### src/wdwk_pkg.sv
// constants, types and register map of the watchdog and wake-up controller
// assumes a 32-bit AHB-Lite bus and one system clock
package wdwk_pkg;

  // register byte offsets (haddr[7:0])
  localparam logic [7:0] OFF_WDT_CTRL  = 8'h00;
  localparam logic [7:0] OFF_PA_WAKE   = 8'h04;
  localparam logic [7:0] OFF_STATUS    = 8'h08;
  localparam logic [7:0] OFF_IRQ_STAT  = 8'h0c;
  localparam logic [7:0] OFF_IRQ_CLR   = 8'h10;
  localparam logic [7:0] OFF_IRQ_EN    = 8'h14;
  localparam logic [7:0] OFF_WDT_CNT   = 8'h18;
  localparam logic [7:0] OFF_CONFIG    = 8'h1c;

  // reset values
  localparam logic [7:0] WDT_CTRL_RST  = 8'h7a;
  localparam logic [7:0] PA_WAKE_RST   = 8'h00;
  localparam logic [5:0] CONFIG_RST    = 6'h07;
  localparam logic [7:0] PA_IDLE_LVL   = 8'hff;

  // watchdog_control fields
  localparam int IDLE_KEEP_BIT = 7;
  localparam int PSEL_LSB      = 4;
  localparam int SOFT_LSB      = 0;
  localparam logic [3:0] SOFT_DISABLE = 4'ha;

  // config register fields
  localparam int CFG_WDT_EN    = 0;
  localparam int CFG_SRC_SUB   = 1;
  localparam int CFG_SUB_LXT   = 2;
  localparam int CFG_TWO_CLR   = 3;
  localparam int CFG_FAST_ST   = 4;
  localparam int CFG_SYS_HXT   = 5;

  // interrupt status bits
  localparam int IRQ_W         = 3;
  localparam int IRQ_TIMEOUT   = 0;
  localparam int IRQ_WAKE      = 1;
  localparam int IRQ_HS_READY  = 2;

  // timing, in cycles of the oscillator concerned
  localparam int WDT_BASE_LOG2 = 8;
  localparam int CNT_W         = 15;
  localparam int SYS_DIV       = 4;
  localparam int HS_SST_CYC    = 16;
  localparam int LXT_SST_CYC   = 1024;
  localparam int SST_W         = 11;

  // AHB encodings
  localparam logic [2:0] HSIZE_WORD = 3'h2;
  localparam logic       HRESP_OKAY = 1'b0;

  typedef enum logic [2:0] {
    MODE_RUN    = 3'b000,
    MODE_IDLE0  = 3'b001,
    MODE_IDLE_FULL_CLOCK_MODE  = 3'b010,
    MODE_DEEP_STOP_MODE = 3'b011,
    MODE_STOP_WITH_SUBCLOCK_MODE = 3'b100,
    MODE_START  = 3'b101
  } wdwk_mode_t;

  typedef enum logic [1:0] {
    CLR_NONE   = 2'b00,
    CLR_FIRST  = 2'b01,
    CLR_SECOND = 2'b10
  } wdwk_clr_t;

  // instruction strobes from the core, one-cycle pulses
  typedef struct packed {
    logic halt;
    logic idle_en;
    logic clr;
    logic clr1;
    logic clr2;
    logic ext_rst;
  } wdwk_cpu_t;

  // wake-up and reset requests to the core, one-cycle pulses
  typedef struct packed {
    logic full_reset;
    logic pcsp_reset;
    logic sys_reset;
    logic resume;
    logic int_take;
  } wdwk_wake_t;

endpackage

### src/wdwk_top.sv
// watchdog timer and sleep/idle wake-up control with an AHB-Lite register slave
// assumes the core gives one-cycle instruction strobes and oscillator tick enables on hclk
//
// What this block does
// - wake on reset, Port A, interrupt, overflow
// - reset wake is full; overflow wake is watchdog
// - powerdown flag: clear at power-up/clear, set halt
// - timeout sets flag; wake resets only PC/SP
// - enabled Port A falling edge resumes after halt
// - disabled or stack-full interrupt resumes after halt
// - enabled interrupt, stack free: normal interrupt response
// - request pending before halt cannot wake
// - shared start-up counter, crystal after RC
// - deep stop wake waits for oscillator ready
// - fast start may run on low RC
// - peripherals follow system clock source switch
// - configured watchdog source and sub clock source
// - period select gives 256 to 32768
// - control bit 7 keeps clock in idle
// - disabled only by option and 1010
// - normal timeout resets device, sets flag
// - two-clear option needs alternating clear instructions
`timescale 1ns/1ps
`default_nettype none
module wdwk_top
  import wdwk_pkg::*;
#(
  parameter int NI      = 8,            // interrupt sources
  parameter int PA_W    = 8,            // Port A width
  parameter int HS_SST  = HS_SST_CYC,   // high-speed start-up cycles
  parameter int LXT_SST = LXT_SST_CYC   // crystal start-up ticks
) (
  input  wire logic                hclk,       // system clock
  input  wire logic                hresetn,    // power-up reset, active low
  input  wire logic                hsel,       // slave select
  input  wire logic [31:0]         haddr,      // byte address
  input  wire logic [1:0]          htrans,     // transfer type
  input  wire logic                hwrite,     // write not read
  input  wire logic [2:0]          hsize,      // transfer size
  input  wire logic [31:0]         hwdata,     // write data
  input  wire logic                hready,     // bus ready
  output var  logic [31:0]         hrdata,     // read data
  output var  logic                hreadyout,  // slave ready
  output var  logic                hresp,      // always okay
  input  wire wdwk_pkg::wdwk_cpu_t cpu,        // instruction strobes
  input  wire logic [NI-1:0]       intr_req,   // interrupt request flags
  input  wire logic [NI-1:0]       intr_en,    // interrupt enables
  input  wire logic                stack_full, // stack has no free level
  input  wire logic [PA_W-1:0]     porta_in,   // Port A pin levels
  input  wire logic                lxt_tick,   // low crystal tick enable
  input  wire logic                internal_low_rc_osc_tick,  // low RC tick enable
  output var  wdwk_pkg::wdwk_wake_t wake,      // wake and reset pulses
  output var  wdwk_pkg::wdwk_mode_t mode,      // operating mode
  output var  logic                sysclk_run, // system clock enabled
  output var  logic                sysclk_low, // system clock on low RC
  output var  logic                irq         // interrupt, level
);
  import wdwk_pkg::*;

  // ---------------- bus slave and software registers
  logic [7:0]       addr_reg, addr_next;
  logic             wr_pend_reg, wr_pend_next;
  logic             rd_pend_reg, rd_pend_next;
  logic [31:0]      hrdata_reg, hrdata_next;
  logic             hready_reg, hready_next;
  logic [7:0]       wdt_ctrl_reg, wdt_ctrl_next;
  logic [PA_W-1:0]  pa_wake_reg, pa_wake_next;
  logic [5:0]       cfg_reg, cfg_next;
  logic [IRQ_W-1:0] irq_en_reg, irq_en_next;
  logic [IRQ_W-1:0] irq_clr;

  // ---------------- watchdog state
  logic [CNT_W-1:0] cnt_reg, cnt_next;
  logic [1:0]       div_reg, div_next;
  wdwk_clr_t        last_clr_reg, last_clr_next;
  logic             pdf_reg, pdf_next;
  logic             to_reg, to_next;

  // ---------------- mode and wake state
  wdwk_mode_t       mode_reg, mode_next;
  logic [SST_W-1:0] sst_reg, sst_next;
  logic             hs_ready_reg, hs_ready_next;
  logic             lxt_ready_reg, lxt_ready_next;
  logic             on_internal_low_rc_osc_reg, on_internal_low_rc_osc_next;
  logic             run_reg, run_next;
  wdwk_wake_t       wake_reg, wake_next;
  wdwk_wake_t       pend_reg, pend_next;
  logic [PA_W-1:0]  pa_prev_reg, pa_prev_next;
  logic [NI-1:0]    armed_reg, armed_next;
  logic [IRQ_W-1:0] irq_stat_reg, irq_stat_next;
  logic             irq_reg, irq_next;

  // ---------------- shared combinational terms
  logic             wdt_active, asleep, halt_go, sys_tick, sys4_tick, sub_tick, src_tick, ovf, clr_ok;
  logic [2:0]       psel;
  logic [CNT_W-1:0] limit;

  assign psel       = wdt_ctrl_reg[PSEL_LSB +: 3];
  assign wdt_active = cfg_reg[CFG_WDT_EN] || (wdt_ctrl_reg[SOFT_LSB +: 4] != SOFT_DISABLE);
  assign asleep     = (mode_reg == MODE_IDLE0) || (mode_reg == MODE_IDLE_FULL_CLOCK_MODE) ||
                      (mode_reg == MODE_DEEP_STOP_MODE) || (mode_reg == MODE_STOP_WITH_SUBCLOCK_MODE);
  assign halt_go    = (mode_reg == MODE_RUN) && cpu.halt;
  assign sys_tick   = run_reg && (on_internal_low_rc_osc_reg ? internal_low_rc_osc_tick : 1'b1);
  assign sys4_tick  = sys_tick && (div_reg == 2'(SYS_DIV - 1));
  assign sub_tick   = cfg_reg[CFG_SUB_LXT] ? (lxt_tick && lxt_ready_reg) : internal_low_rc_osc_tick;
  assign src_tick   = (cfg_reg[CFG_SRC_SUB] ? sub_tick : sys4_tick) && (mode_reg != MODE_DEEP_STOP_MODE);
  assign limit      = CNT_W'((32'd1 << (WDT_BASE_LOG2 + 32'(psel))) - 32'd1);
  assign ovf        = wdt_active && src_tick && (cnt_reg == limit) && !halt_go;
  always_comb begin
    clr_ok = 1'b0;
    if (wdt_active && (mode_reg == MODE_RUN)) begin
      if (!cfg_reg[CFG_TWO_CLR]) begin
        clr_ok = cpu.clr;
      end else begin
        clr_ok = (cpu.clr1 && (last_clr_reg != CLR_FIRST)) ||
                 (cpu.clr2 && (last_clr_reg != CLR_SECOND));
      end
    end
  end

  function automatic logic [31:0] rd_mux(input logic [7:0] a);
    case (a)
      OFF_WDT_CTRL: rd_mux = 32'(wdt_ctrl_reg);
      OFF_PA_WAKE:  rd_mux = 32'(pa_wake_reg);
      OFF_STATUS:   rd_mux = 32'({mode_reg, on_internal_low_rc_osc_reg, wdt_active, lxt_ready_reg, hs_ready_reg, to_reg, pdf_reg});
      OFF_IRQ_STAT: rd_mux = 32'(irq_stat_reg);
      OFF_IRQ_EN:   rd_mux = 32'(irq_en_reg);
      OFF_WDT_CNT:  rd_mux = 32'(cnt_reg);
      OFF_CONFIG:   rd_mux = 32'(cfg_reg);
      default:      rd_mux = 32'h0000_0000;
    endcase
  endfunction

  // bus: writes complete with no wait, reads take one wait state
  always_comb begin
    addr_next     = addr_reg;
    wr_pend_next  = 1'b0;
    rd_pend_next  = 1'b0;
    hrdata_next   = hrdata_reg;
    hready_next   = 1'b1;
    wdt_ctrl_next = wdt_ctrl_reg;
    pa_wake_next  = pa_wake_reg;
    cfg_next      = cfg_reg;
    irq_en_next   = irq_en_reg;
    irq_clr       = '0;
    if (wr_pend_reg) begin
      case (addr_reg)
        OFF_WDT_CTRL: wdt_ctrl_next = hwdata[7:0];
        OFF_PA_WAKE:  pa_wake_next  = hwdata[PA_W-1:0];
        OFF_IRQ_CLR:  irq_clr       = hwdata[IRQ_W-1:0];
        OFF_IRQ_EN:   irq_en_next   = hwdata[IRQ_W-1:0];
        OFF_CONFIG:   cfg_next      = hwdata[5:0];
        default:      irq_clr       = '0;
      endcase
    end
    if (rd_pend_reg) begin
      hrdata_next = rd_mux(addr_reg);
    end else if (hsel && htrans[1] && hready && (hsize == HSIZE_WORD)) begin
      addr_next    = haddr[7:0];
      wr_pend_next = hwrite;
      rd_pend_next = !hwrite;
      hready_next  = hwrite;
    end
  end

  always_ff @(posedge hclk or negedge hresetn) begin
    if (!hresetn) begin
      addr_reg     <= '0;
      wr_pend_reg  <= 1'b0;
      rd_pend_reg  <= 1'b0;
      hrdata_reg   <= '0;
      hready_reg   <= 1'b1;
      wdt_ctrl_reg <= WDT_CTRL_RST;
      pa_wake_reg  <= PA_WAKE_RST;
      cfg_reg      <= CONFIG_RST;
      irq_en_reg   <= '0;
    end else begin
      addr_reg     <= addr_next;
      wr_pend_reg  <= wr_pend_next;
      rd_pend_reg  <= rd_pend_next;
      hrdata_reg   <= hrdata_next;
      hready_reg   <= hready_next;
      wdt_ctrl_reg <= wdt_ctrl_next;
      pa_wake_reg  <= pa_wake_next;
      cfg_reg      <= cfg_next;
      irq_en_reg   <= irq_en_next;
    end
  end

  // watchdog counter, clear instructions and the two status flags
  always_comb begin
    cnt_next      = cnt_reg;
    div_next      = sys_tick ? div_reg + 2'd1 : div_reg;
    last_clr_next = last_clr_reg;
    pdf_next      = pdf_reg;
    to_next       = to_reg;
    // halt marks power-down even with the watchdog switched off
    if (halt_go) begin
      cnt_next = '0;
      pdf_next = 1'b1;
      to_next  = 1'b0;
    end else if (!wdt_active) begin
      cnt_next = '0;
    end else if (ovf) begin
      cnt_next = '0;
      to_next  = 1'b1;
    end else if (clr_ok) begin
      cnt_next = '0;
      pdf_next = 1'b0;
      to_next  = 1'b0;
    end else if (src_tick) begin
      cnt_next = cnt_reg + CNT_W'(1);
    end
    if (clr_ok && cfg_reg[CFG_TWO_CLR]) begin
      last_clr_next = cpu.clr1 ? CLR_FIRST : CLR_SECOND;
    end
  end

  always_ff @(posedge hclk or negedge hresetn) begin
    if (!hresetn) begin
      cnt_reg      <= '0;
      div_reg      <= '0;
      last_clr_reg <= CLR_NONE;
      pdf_reg      <= 1'b0;
      to_reg       <= 1'b0;
    end else begin
      cnt_reg      <= cnt_next;
      div_reg      <= div_next;
      last_clr_reg <= last_clr_next;
      pdf_reg      <= pdf_next;
      to_reg       <= to_next;
    end
  end

  // mode sequencing, oscillator start-up and wake decisions
  logic [PA_W-1:0] pa_fall;
  logic [NI-1:0]   int_new;
  logic            hs_count, lxt_count;
  wdwk_wake_t      act;
  assign pa_fall   = pa_prev_reg & ~porta_in & pa_wake_reg;
  assign int_new   = intr_req & armed_reg;
  assign hs_count  = !hs_ready_reg && (mode_reg != MODE_DEEP_STOP_MODE) && (mode_reg != MODE_STOP_WITH_SUBCLOCK_MODE);
  assign lxt_count = hs_ready_reg && !lxt_ready_reg && cfg_reg[CFG_SUB_LXT] && (mode_reg != MODE_DEEP_STOP_MODE);

  always_comb begin
    mode_next      = mode_reg;
    sst_next       = sst_reg;
    hs_ready_next  = hs_ready_reg;
    lxt_ready_next = lxt_ready_reg;
    on_internal_low_rc_osc_next   = on_internal_low_rc_osc_reg;
    wake_next      = '0;
    pend_next      = pend_reg;
    pa_prev_next   = porta_in;
    armed_next     = armed_reg;
    act            = '0;
    if (hs_count) begin
      if (sst_reg == SST_W'(HS_SST - 1)) begin
        sst_next      = '0;
        hs_ready_next = 1'b1;
        on_internal_low_rc_osc_next  = 1'b0;
      end else begin
        sst_next = sst_reg + SST_W'(1);
      end
    end else if (lxt_count && lxt_tick) begin
      if (sst_reg == SST_W'(LXT_SST - 1)) begin
        sst_next       = '0;
        lxt_ready_next = 1'b1;
      end else begin
        sst_next = sst_reg + SST_W'(1);
      end
    end
    if (cpu.ext_rst) begin
      act.full_reset = 1'b1;
    end else if (ovf) begin
      act.pcsp_reset = asleep;
      act.sys_reset  = !asleep;
    end else if (|int_new) begin
      act.int_take = |(int_new & intr_en) && !stack_full;
      act.resume   = !act.int_take;
    end else if (|pa_fall) begin
      act.resume = 1'b1;
    end
    case (mode_reg)
      MODE_RUN: begin
        wake_next.full_reset = act.full_reset;
        wake_next.sys_reset  = act.sys_reset;
        if (cpu.halt) begin
          armed_next = ~intr_req;
          if (cpu.idle_en) begin
            mode_next = wdt_ctrl_reg[IDLE_KEEP_BIT] ? MODE_IDLE_FULL_CLOCK_MODE : MODE_IDLE0;
          end else begin
            mode_next     = wdt_active ? MODE_STOP_WITH_SUBCLOCK_MODE : MODE_DEEP_STOP_MODE;
            sst_next      = '0;
            hs_ready_next = 1'b0;
            on_internal_low_rc_osc_next  = 1'b0;
            if (!wdt_active) begin
              lxt_ready_next = 1'b0;
            end
          end
        end
      end
      MODE_IDLE0, MODE_IDLE_FULL_CLOCK_MODE: begin
        if (|act) begin
          mode_next = MODE_RUN;
          wake_next = act;
        end
      end
      MODE_DEEP_STOP_MODE, MODE_STOP_WITH_SUBCLOCK_MODE: begin
        if (|act) begin
          pend_next = act;
          if ((mode_reg == MODE_STOP_WITH_SUBCLOCK_MODE) && cfg_reg[CFG_FAST_ST] && cfg_reg[CFG_SYS_HXT]) begin
            mode_next    = MODE_RUN;
            on_internal_low_rc_osc_next = 1'b1;
            wake_next    = act;
          end else begin
            mode_next = MODE_START;
          end
        end
      end
      MODE_START: begin
        if (hs_ready_reg) begin
          mode_next = MODE_RUN;
          wake_next = pend_reg;
          pend_next = '0;
        end
      end
      default: mode_next = MODE_START;
    endcase
  end

  // interrupt status: a set in the clearing cycle wins
  logic [IRQ_W-1:0] irq_set;
  assign irq_set = {hs_count && hs_ready_next, wake_next.resume | wake_next.int_take |
                    wake_next.pcsp_reset | wake_next.full_reset, ovf};
  always_comb begin
    irq_stat_next = (irq_stat_reg & ~irq_clr) | irq_set;
    irq_next      = |(irq_stat_next & irq_en_next);
    run_next      = (mode_next == MODE_RUN) || (mode_next == MODE_IDLE_FULL_CLOCK_MODE);
  end

  always_ff @(posedge hclk or negedge hresetn) begin
    if (!hresetn) begin
      mode_reg      <= MODE_START;
      sst_reg       <= '0;
      hs_ready_reg  <= 1'b0;
      lxt_ready_reg <= 1'b0;
      on_internal_low_rc_osc_reg   <= 1'b0;
      run_reg       <= 1'b0;
      wake_reg      <= '0;
      pend_reg      <= '0;
      pa_prev_reg   <= PA_IDLE_LVL;
      armed_reg     <= '0;
      irq_stat_reg  <= '0;
      irq_reg       <= 1'b0;
    end else begin
      mode_reg      <= mode_next;
      sst_reg       <= sst_next;
      hs_ready_reg  <= hs_ready_next;
      lxt_ready_reg <= lxt_ready_next;
      on_internal_low_rc_osc_reg   <= on_internal_low_rc_osc_next;
      run_reg       <= run_next;
      wake_reg      <= wake_next;
      pend_reg      <= pend_next;
      pa_prev_reg   <= pa_prev_next;
      armed_reg     <= armed_next;
      irq_stat_reg  <= irq_stat_next;
      irq_reg       <= irq_next;
    end
  end

  assign hrdata     = hrdata_reg;
  assign hreadyout  = hready_reg;
  assign hresp      = HRESP_OKAY;
  assign wake       = wake_reg;
  assign mode       = mode_reg;
  assign sysclk_run = run_reg;
  assign sysclk_low = on_internal_low_rc_osc_reg;
  assign irq        = irq_reg;
endmodule
`default_nettype wire
### config.mk
export PLATFORM = sky130hd
export DESIGN_NAME = wdwk_top
export DESIGN_NICKNAME = d
export VERILOG_FILES = /design/src/wdwk_pkg.sv /design/src/wdwk_top.sv
export SDC_FILE = /design/constraint.sdc
export NUM_CORES = 1
export LEC_CHECK = 0
export ABC_AREA = 1
export BUFFER_PORTS_ARGS = -buffer_cell sky130_fd_sc_hd__buf_2
export CAP_MARGIN = 20
export CORE_MARGIN = 2
export CORE_UTILIZATION = 56
export CTS_BUF_LIST = sky130_fd_sc_hd__clkbuf_4
export DETAILED_ROUTE_END_ITERATION = 16
export PLACE_DENSITY = 0.83
export SLEW_MARGIN = 30
export SYNTH_ARGS = -nofsm -noshare
export SYNTH_HDL_FRONTEND = slang
export SYNTH_SLANG_ARGS = --single-unit
### constraint.sdc
create_clock -name hclk -period 2.5 [get_ports hclk]
set_input_delay 0 -clock hclk [delete_from_list [all_inputs] [get_ports hclk]]
set_output_delay 0 -clock hclk [all_outputs]
set_load 0.05 [all_outputs]
# Word level (Yosys, flattened, before mapping)
# Cells that the tools add are included.
totals:
  register_bits: 137
classes:
  addsub: 5
  n_eq_ne: 27
  shifts: 1
  n_mux: 82
  bitwise_logic: 14
  n_reduce_logical: 60
op_table:
  columns: ["operator", "count"]
  rows:
  - ["case mux 15 bit (7 select lines)", 1]
  - ["two-way mux 11 bit", 7]
  - ["two-way mux 15 bit", 5]
  - ["two-way mux 1 bit", 40]
  - ["two-way mux 3 bit", 11]
  - ["AND 8 bit", 4]
  - ["== test 8 x 5 -> 1 bit, second input constant", 4]
  - ["two-way mux 5 bit", 6]
  - ["logical AND 1 bit", 25]
  - ["OR reduction 8 bit", 3]
  - ["== test 8 x 4 -> 1 bit, second input constant", 2]
  - ["inverter 8 bit", 2]
  - ["adder 15 x 1 -> 15 bit, second input constant", 1]
  - ["== test 15 bit", 1]
  - ["<< shifter 1 x 5 -> 15 bit, first input constant", 1]
  - ["subtractor 15 x 1 -> 15 bit, second input constant", 1]
  - ["== test 3 x 2 -> 1 bit, second input constant", 4]
  - ["case mux 3 bit (4 select lines)", 1]
  - ["AND reduction 2 bit", 6]
  - ["adder 11 x 1 -> 11 bit, second input constant", 1]
  - ["== test 11 x 10 -> 1 bit, second input constant", 1]
  - ["== test 11 x 4 -> 1 bit, second input constant", 1]
  - ["case mux 5 bit (2 select lines)", 1]
  - ["== test 8 x 3 -> 1 bit, second input constant", 1]
  - ["other kinds (32)", 59]

# Longest topological paths before layout
logic_depth:
  depth_word: 19
  ltp_mapped: 20

# Worst setup path before layout
# No wires, ideal clock.
synth_path:
  kind: "register -> register"
  start: "reg wdt_ctrl_reg[5]"
  end: "reg run_reg, in the netlist sysclk_run"
  t_arrival_ps: 2074
  setup_slack_ps: 303
  path_stages_with_launch: 20
  cell_sequence: "dfstp_2 -> buf_6 -> inv_1 -> nand3_1 -> ha_1 -> inv_2 -> nand2_1 -> nand2_1 -> nand2_1 -> nand2_1 -> nor2_4 -> nand2_2 -> nor2_4 -> nand3_4 -> nand2_4 -> nor2_1 -> nor2_2 -> nor2_4 -> inv_2 -> nor2_2"
synth_between:
  elab_chain_cells: 13
  word_cells_on_any_way: 16
synth_rtl:
  columns: ["element", "line", "text"]
  rows:
  - ["start, declared", "wdwk_top.sv:66", "logic [7:0] wdt_ctrl_reg, wdt_ctrl_next;"]
  - ["start signal, assigned", "wdwk_top.sv:183", "wdt_ctrl_reg <= wdt_ctrl_next;"]
  - ["adder 4 x 3 -> 5 bit *", "wdwk_top.sv:107", "assign limit = CNT_W'((32'd1 << (WDT_BASE_LOG2 + 32'(psel))) - 32'd1);"]
  - ["<< shifter 1 x 5 -> 15 bit *", "wdwk_top.sv:107", null]
  - ["subtractor 15 x 1 -> 15 bit *", "wdwk_top.sv:107", null]
  - ["== test 15 bit *", "wdwk_top.sv:108", "assign ovf = wdt_active && src_tick && (cnt_reg == limit) && !halt_go;"]
  - ["logical AND 1 bit * (2 in series)", "wdwk_top.sv:108", null]
  - ["two-way mux 2 bit", "wdwk_top.sv:274", "end else if (ovf) begin"]
  - ["two-way mux 4 bit *", "wdwk_top.sv:272", "if (cpu.ext_rst) begin"]
  - ["OR reduction 5 bit *", "wdwk_top.sv:303, wdwk_top.sv:309", null]
  - ["two-way mux 3 bit, on equally long branches", "wdwk_top.sv:309, wdwk_top.sv:303", null]
  - ["case mux 3 bit (4 select lines) *", "wdwk_top.sv:283", "case (mode_reg)"]
  - ["== test 3 x 2 -> 1 bit / logical NOT 3 bit (equally long branches)", "wdwk_top.sv:338", "run_next = (mode_next == MODE_RUN) || (mode_next == MODE_IDLE_FULL_CLOCK_MODE);"]
  - ["logical OR 1 bit *", "wdwk_top.sv:338", null]
  - ["via run_next", "wdwk_top.sv:85", "logic run_reg, run_next;"]
  - ["end signal, assigned", "wdwk_top.sv:361", "run_reg <= run_next;"]
  - ["end, declared", "wdwk_top.sv:85", null]
# Mark *: on every way through the listed nets, which the timed path passes. The rest lies on a longest branch.
# A chain may end at the register's enable or synchronous reset.

# Worst setup path in the final report
layout_path:
  start: "reg wdt_ctrl_reg[4]"
  end: "reg run_reg, in the netlist sysclk_run"
# The elaborated chain is that of the path after synthesis.

==> flow_metrics.env <==
export IMPL_synthTopCellsByCount="nand2_1 (203), dfrtp_1 (101), inv_1 (80)"
export IMPL_die_area_sq_um=12200
export IMPL_synth_simple_area_share_pct=26.5
export IMPL_synth_ff_type="dfrtp_1"
export IMPL_dr_pass1_iters=6
export IMPL_worst_slew_pin_slew_ns=0.539
export IMPL_dpl_cell_area_sq_um=6910
export IMPL_cts_sinks=120
export IMPL_vias=5849
export IMPL_path_clk_slew_ns=0.12
export IMPL_hp_class="in2reg"
export IMPL_worstSetupEndpointType="register"
export IMPL_h_tree_depth=4
export IMPL_synth_fa_ha_area_share_pct=0.786
export IMPL_insertion_delay_ns=0.53
export IMPL_globalRoute_totalOverflow=0
export IMPL_cts_tree="yes"
export IMPL_setup_viol=0
export IMPL_avgSynthCellArea_sq_um=8.22
export IMPL_syn_cell_area_sq_um=6360
export IMPL_status="complete, no violations"
export IMPL_power_density_nw_per_um2=824
export IMPL_clockBufferDepth=2
export IMPL_yosysTopAreaCellShare_pct=39.7
export IMPL_grt_antenna_before_repair=0
export IMPL_drc=0
export IMPL_fin_nets=1038
export IMPL_cp_arrival_ns=2.85
export IMPL_drive_above_1_share_pct=23.7
export IMPL_finalHoldViolations=0
export IMPL_grt_start_max_net_pins=59
export IMPL_async_flop_share_pct=100
export IMPL_synth_area_mux_share_pct=0.177
export IMPL_initial_utilization_pct=58.0
export IMPL_post_route_period_util_pct=95.7
export IMPL_seq_area_frac_synth_pct=47.6
export IMPL_fin_area_sq_um=7860
export IMPL_p_leak_nw=3.97
export IMPL_drt_total_wl_microns=16400
export IMPL_synth_top_family_by_area="simple AND/OR/NAND/NOR gates"
export IMPL_synth_largest_area_cell="dfrtp_1"
export IMPL_dp_final_hpwl_microns=11100
export IMPL_synth_xor_area_share_pct=1.36
export IMPL_synth_compound_area_share_pct=14.3
export IMPL_maxSlewViolCount=0
export IMPL_min_period_ns=2.39
export IMPL_cts_buffers=17
export IMPL_fill_cells=792
export IMPL_critPathKind="reg2reg"
export IMPL_required_ns=2.96
export IMPL_wl_per_cell_microns=15.2
export IMPL_synth_edf_count=0
export IMPL_vdd_drop_max_uv=743
export IMPL_core_area_sq_um=11000
export IMPL_fin_total_pwr_mw=6.47
export IMPL_io_pins=152
export IMPL_die_h_microns=111
export IMPL_grt_pass1_vias=5646
export IMPL_cts_root_buf="clkbuf_4"
export IMPL_gp_congestion=0.953
export IMPL_grt_pass1_wl_microns=27000
export IMPL_first_iter_violations=383
export IMPL_synth_cells=774
export IMPL_viasPerCell=5.42
export IMPL_start_kind="register"
export IMPL_rsz0062_at_grt="yes"
export IMPL_num_rows=38
export IMPL_diodes=0
export IMPL_syn_to_final_growth_pct=23.4
export IMPL_clock_skew_final_ns=0.0291
export IMPL_synthTopCellsByArea="dfrtp_1 (40%), nand2_1 (12%), dfstp_2 (7.8%)"
export IMPL_yosysWarnings=0
export IMPL_ant_nets=0
export IMPL_drv_cap=0
export IMPL_fmax_mhz=418
export IMPL_die_w_microns=111
export IMPL_track_usage_pct=27.5
export IMPL_synth_seq_cells=120
export IMPL_whs_ns=0.0298
export IMPL_synth_most_common_cell="nand2_1"
export IMPL_slew_headroom_pct=63.7
export IMPL_io_buffers=84
export IMPL_cp_max_fo=7
export IMPL_fin_tns_setup_ns=0
export IMPL_synth_cell_types=55
worst max-delay path, cell delays in order (launching register included):
cell and delay [ns]:
dfstp_2 0.62, nand3_2 0.10, ha_4 0.29, inv_2 0.03
nand2_2 0.06, nand2_2 0.06, nor2_4 0.12, nand2_2 0.07
nor2_4 0.10, nand2_2 0.07, nor2_4 0.10, nand3_4 0.12
nand2_4 0.16, nand2_4 0.08, nand2_4 0.07, nor2_4 0.04
nor2_4 0.12, inv_2 0.04, nor2_2 0.09
placed cells by master (no fill, tap or decap), drive strengths merged, types with 4 or more instances in the layout:
| master | synthesis | layout |
|---|---|---|
| buf | 24 | 96 |
| o22ai | 19 | 19 |
| nand2 | 216 | 216 |
| nor2 | 66 | 66 |
| clkinv | 2 | 5 |
| a21oi | 14 | 14 |
| dfrtp | 101 | 101 |
| bufinv | 0 | 5 |
| o21ai | 84 | 84 |
| dlygate4sd3 | 0 | 51 |
| nand4 | 13 | 13 |
| ha | 4 | 4 |
| conb | 1 | 18 |
| dfstp | 19 | 19 |
| a221oi | 5 | 5 |
| nor3 | 14 | 14 |
| xor2 | 6 | 6 |
| clkbuf | 6 | 17 |
| inv | 97 | 103 |
| nand3 | 48 | 48 |
kinds of logic after synthesis:
| logic type | Yosys count |
|---|---|
| AOI/OAI and AO/OA | 144 |
| and+or+nand+nor | 366 |
| adders and majority gates | 4 |
| buffers and inverters | 129 |
| other | 1 |
| muxes | 1 |
| DFF | 120 |
| xor gates and xnor gates | 9 |
final cells by class:
| cell class | count | area, sq um | area share (%) |
|---|---|---|---|
| sequential | 120 | 3030 | 38.5 |
| multi-input combinational | 542 | 2870 | 36.5 |
| timing repair buffer | 147 | 1050 | 13.3 |
| inverter | 99 | 377 | 4.79 |
| clock inverter | 15 | 236 | 3.01 |
| tap | 140 | 175 | 2.23 |
| clock buffer | 17 | 128 | 1.62 |
worst paths after layout:
kind | startpoint | end | slack, ns | cells past startpoint
worst max-delay path | wdt_ctrl_reg[4] | sysclk_run | 0.11 | 18
worst min-delay path | cpu[1] | last_clr_reg[0] | 0.03 | 8
worst max register to register | wdt_ctrl_reg[4] | sysclk_run | 0.11 | 18
worst min register to register | hrdata[13] | hrdata[13] | 0.49 | 2
max in group asynchronous | hresetn | pa_wake_reg[5] | 1.84 | 3
min in group asynchronous | hresetn | pa_prev_reg[3] | 0.07 | 2
metal layers:
metal | track usage [%] | part of all wire (%) | vias up
li1 | - | - | 2811
met1 | 34.2 | 39 | 2771
met2 | 48.1 | 51 | 237
met3 | 6.48 | 7.0 | 30
met4 | 7.50 | 2.2 | 0
met5 | 0 | 0 | -
power by group:
group          switching (mW)  internal [mW]
Clock                   0.816          0.918
Sequential              0.256           2.27
Combinational            1.49          0.719
through the flow:
| stage | setup WS (ns) | util (%) | std cells |
|---|---|---|---|
| finish | 0.107 | 71.5 | 1080 |
| global route | -0.0409 | 71.5 | 1080 |
| CTS | 0.0914 | 71.0 | 1079 |
| detailed placement | 0.123 | 62.9 | 995 |
| global placement | 0.174 | 62.9 | 995 |
| floorplan | 0.303 | - | 791 |
what timing repair did:
action                                  CTS  global route
resized for setup                         0            15
setup buffers                             0             1
endpoints found under the setup margin    0            26
hold endpoints to repair                196             0
hold buffers                             52             0
No activity file was read; power rests on OpenSTA's default activity.
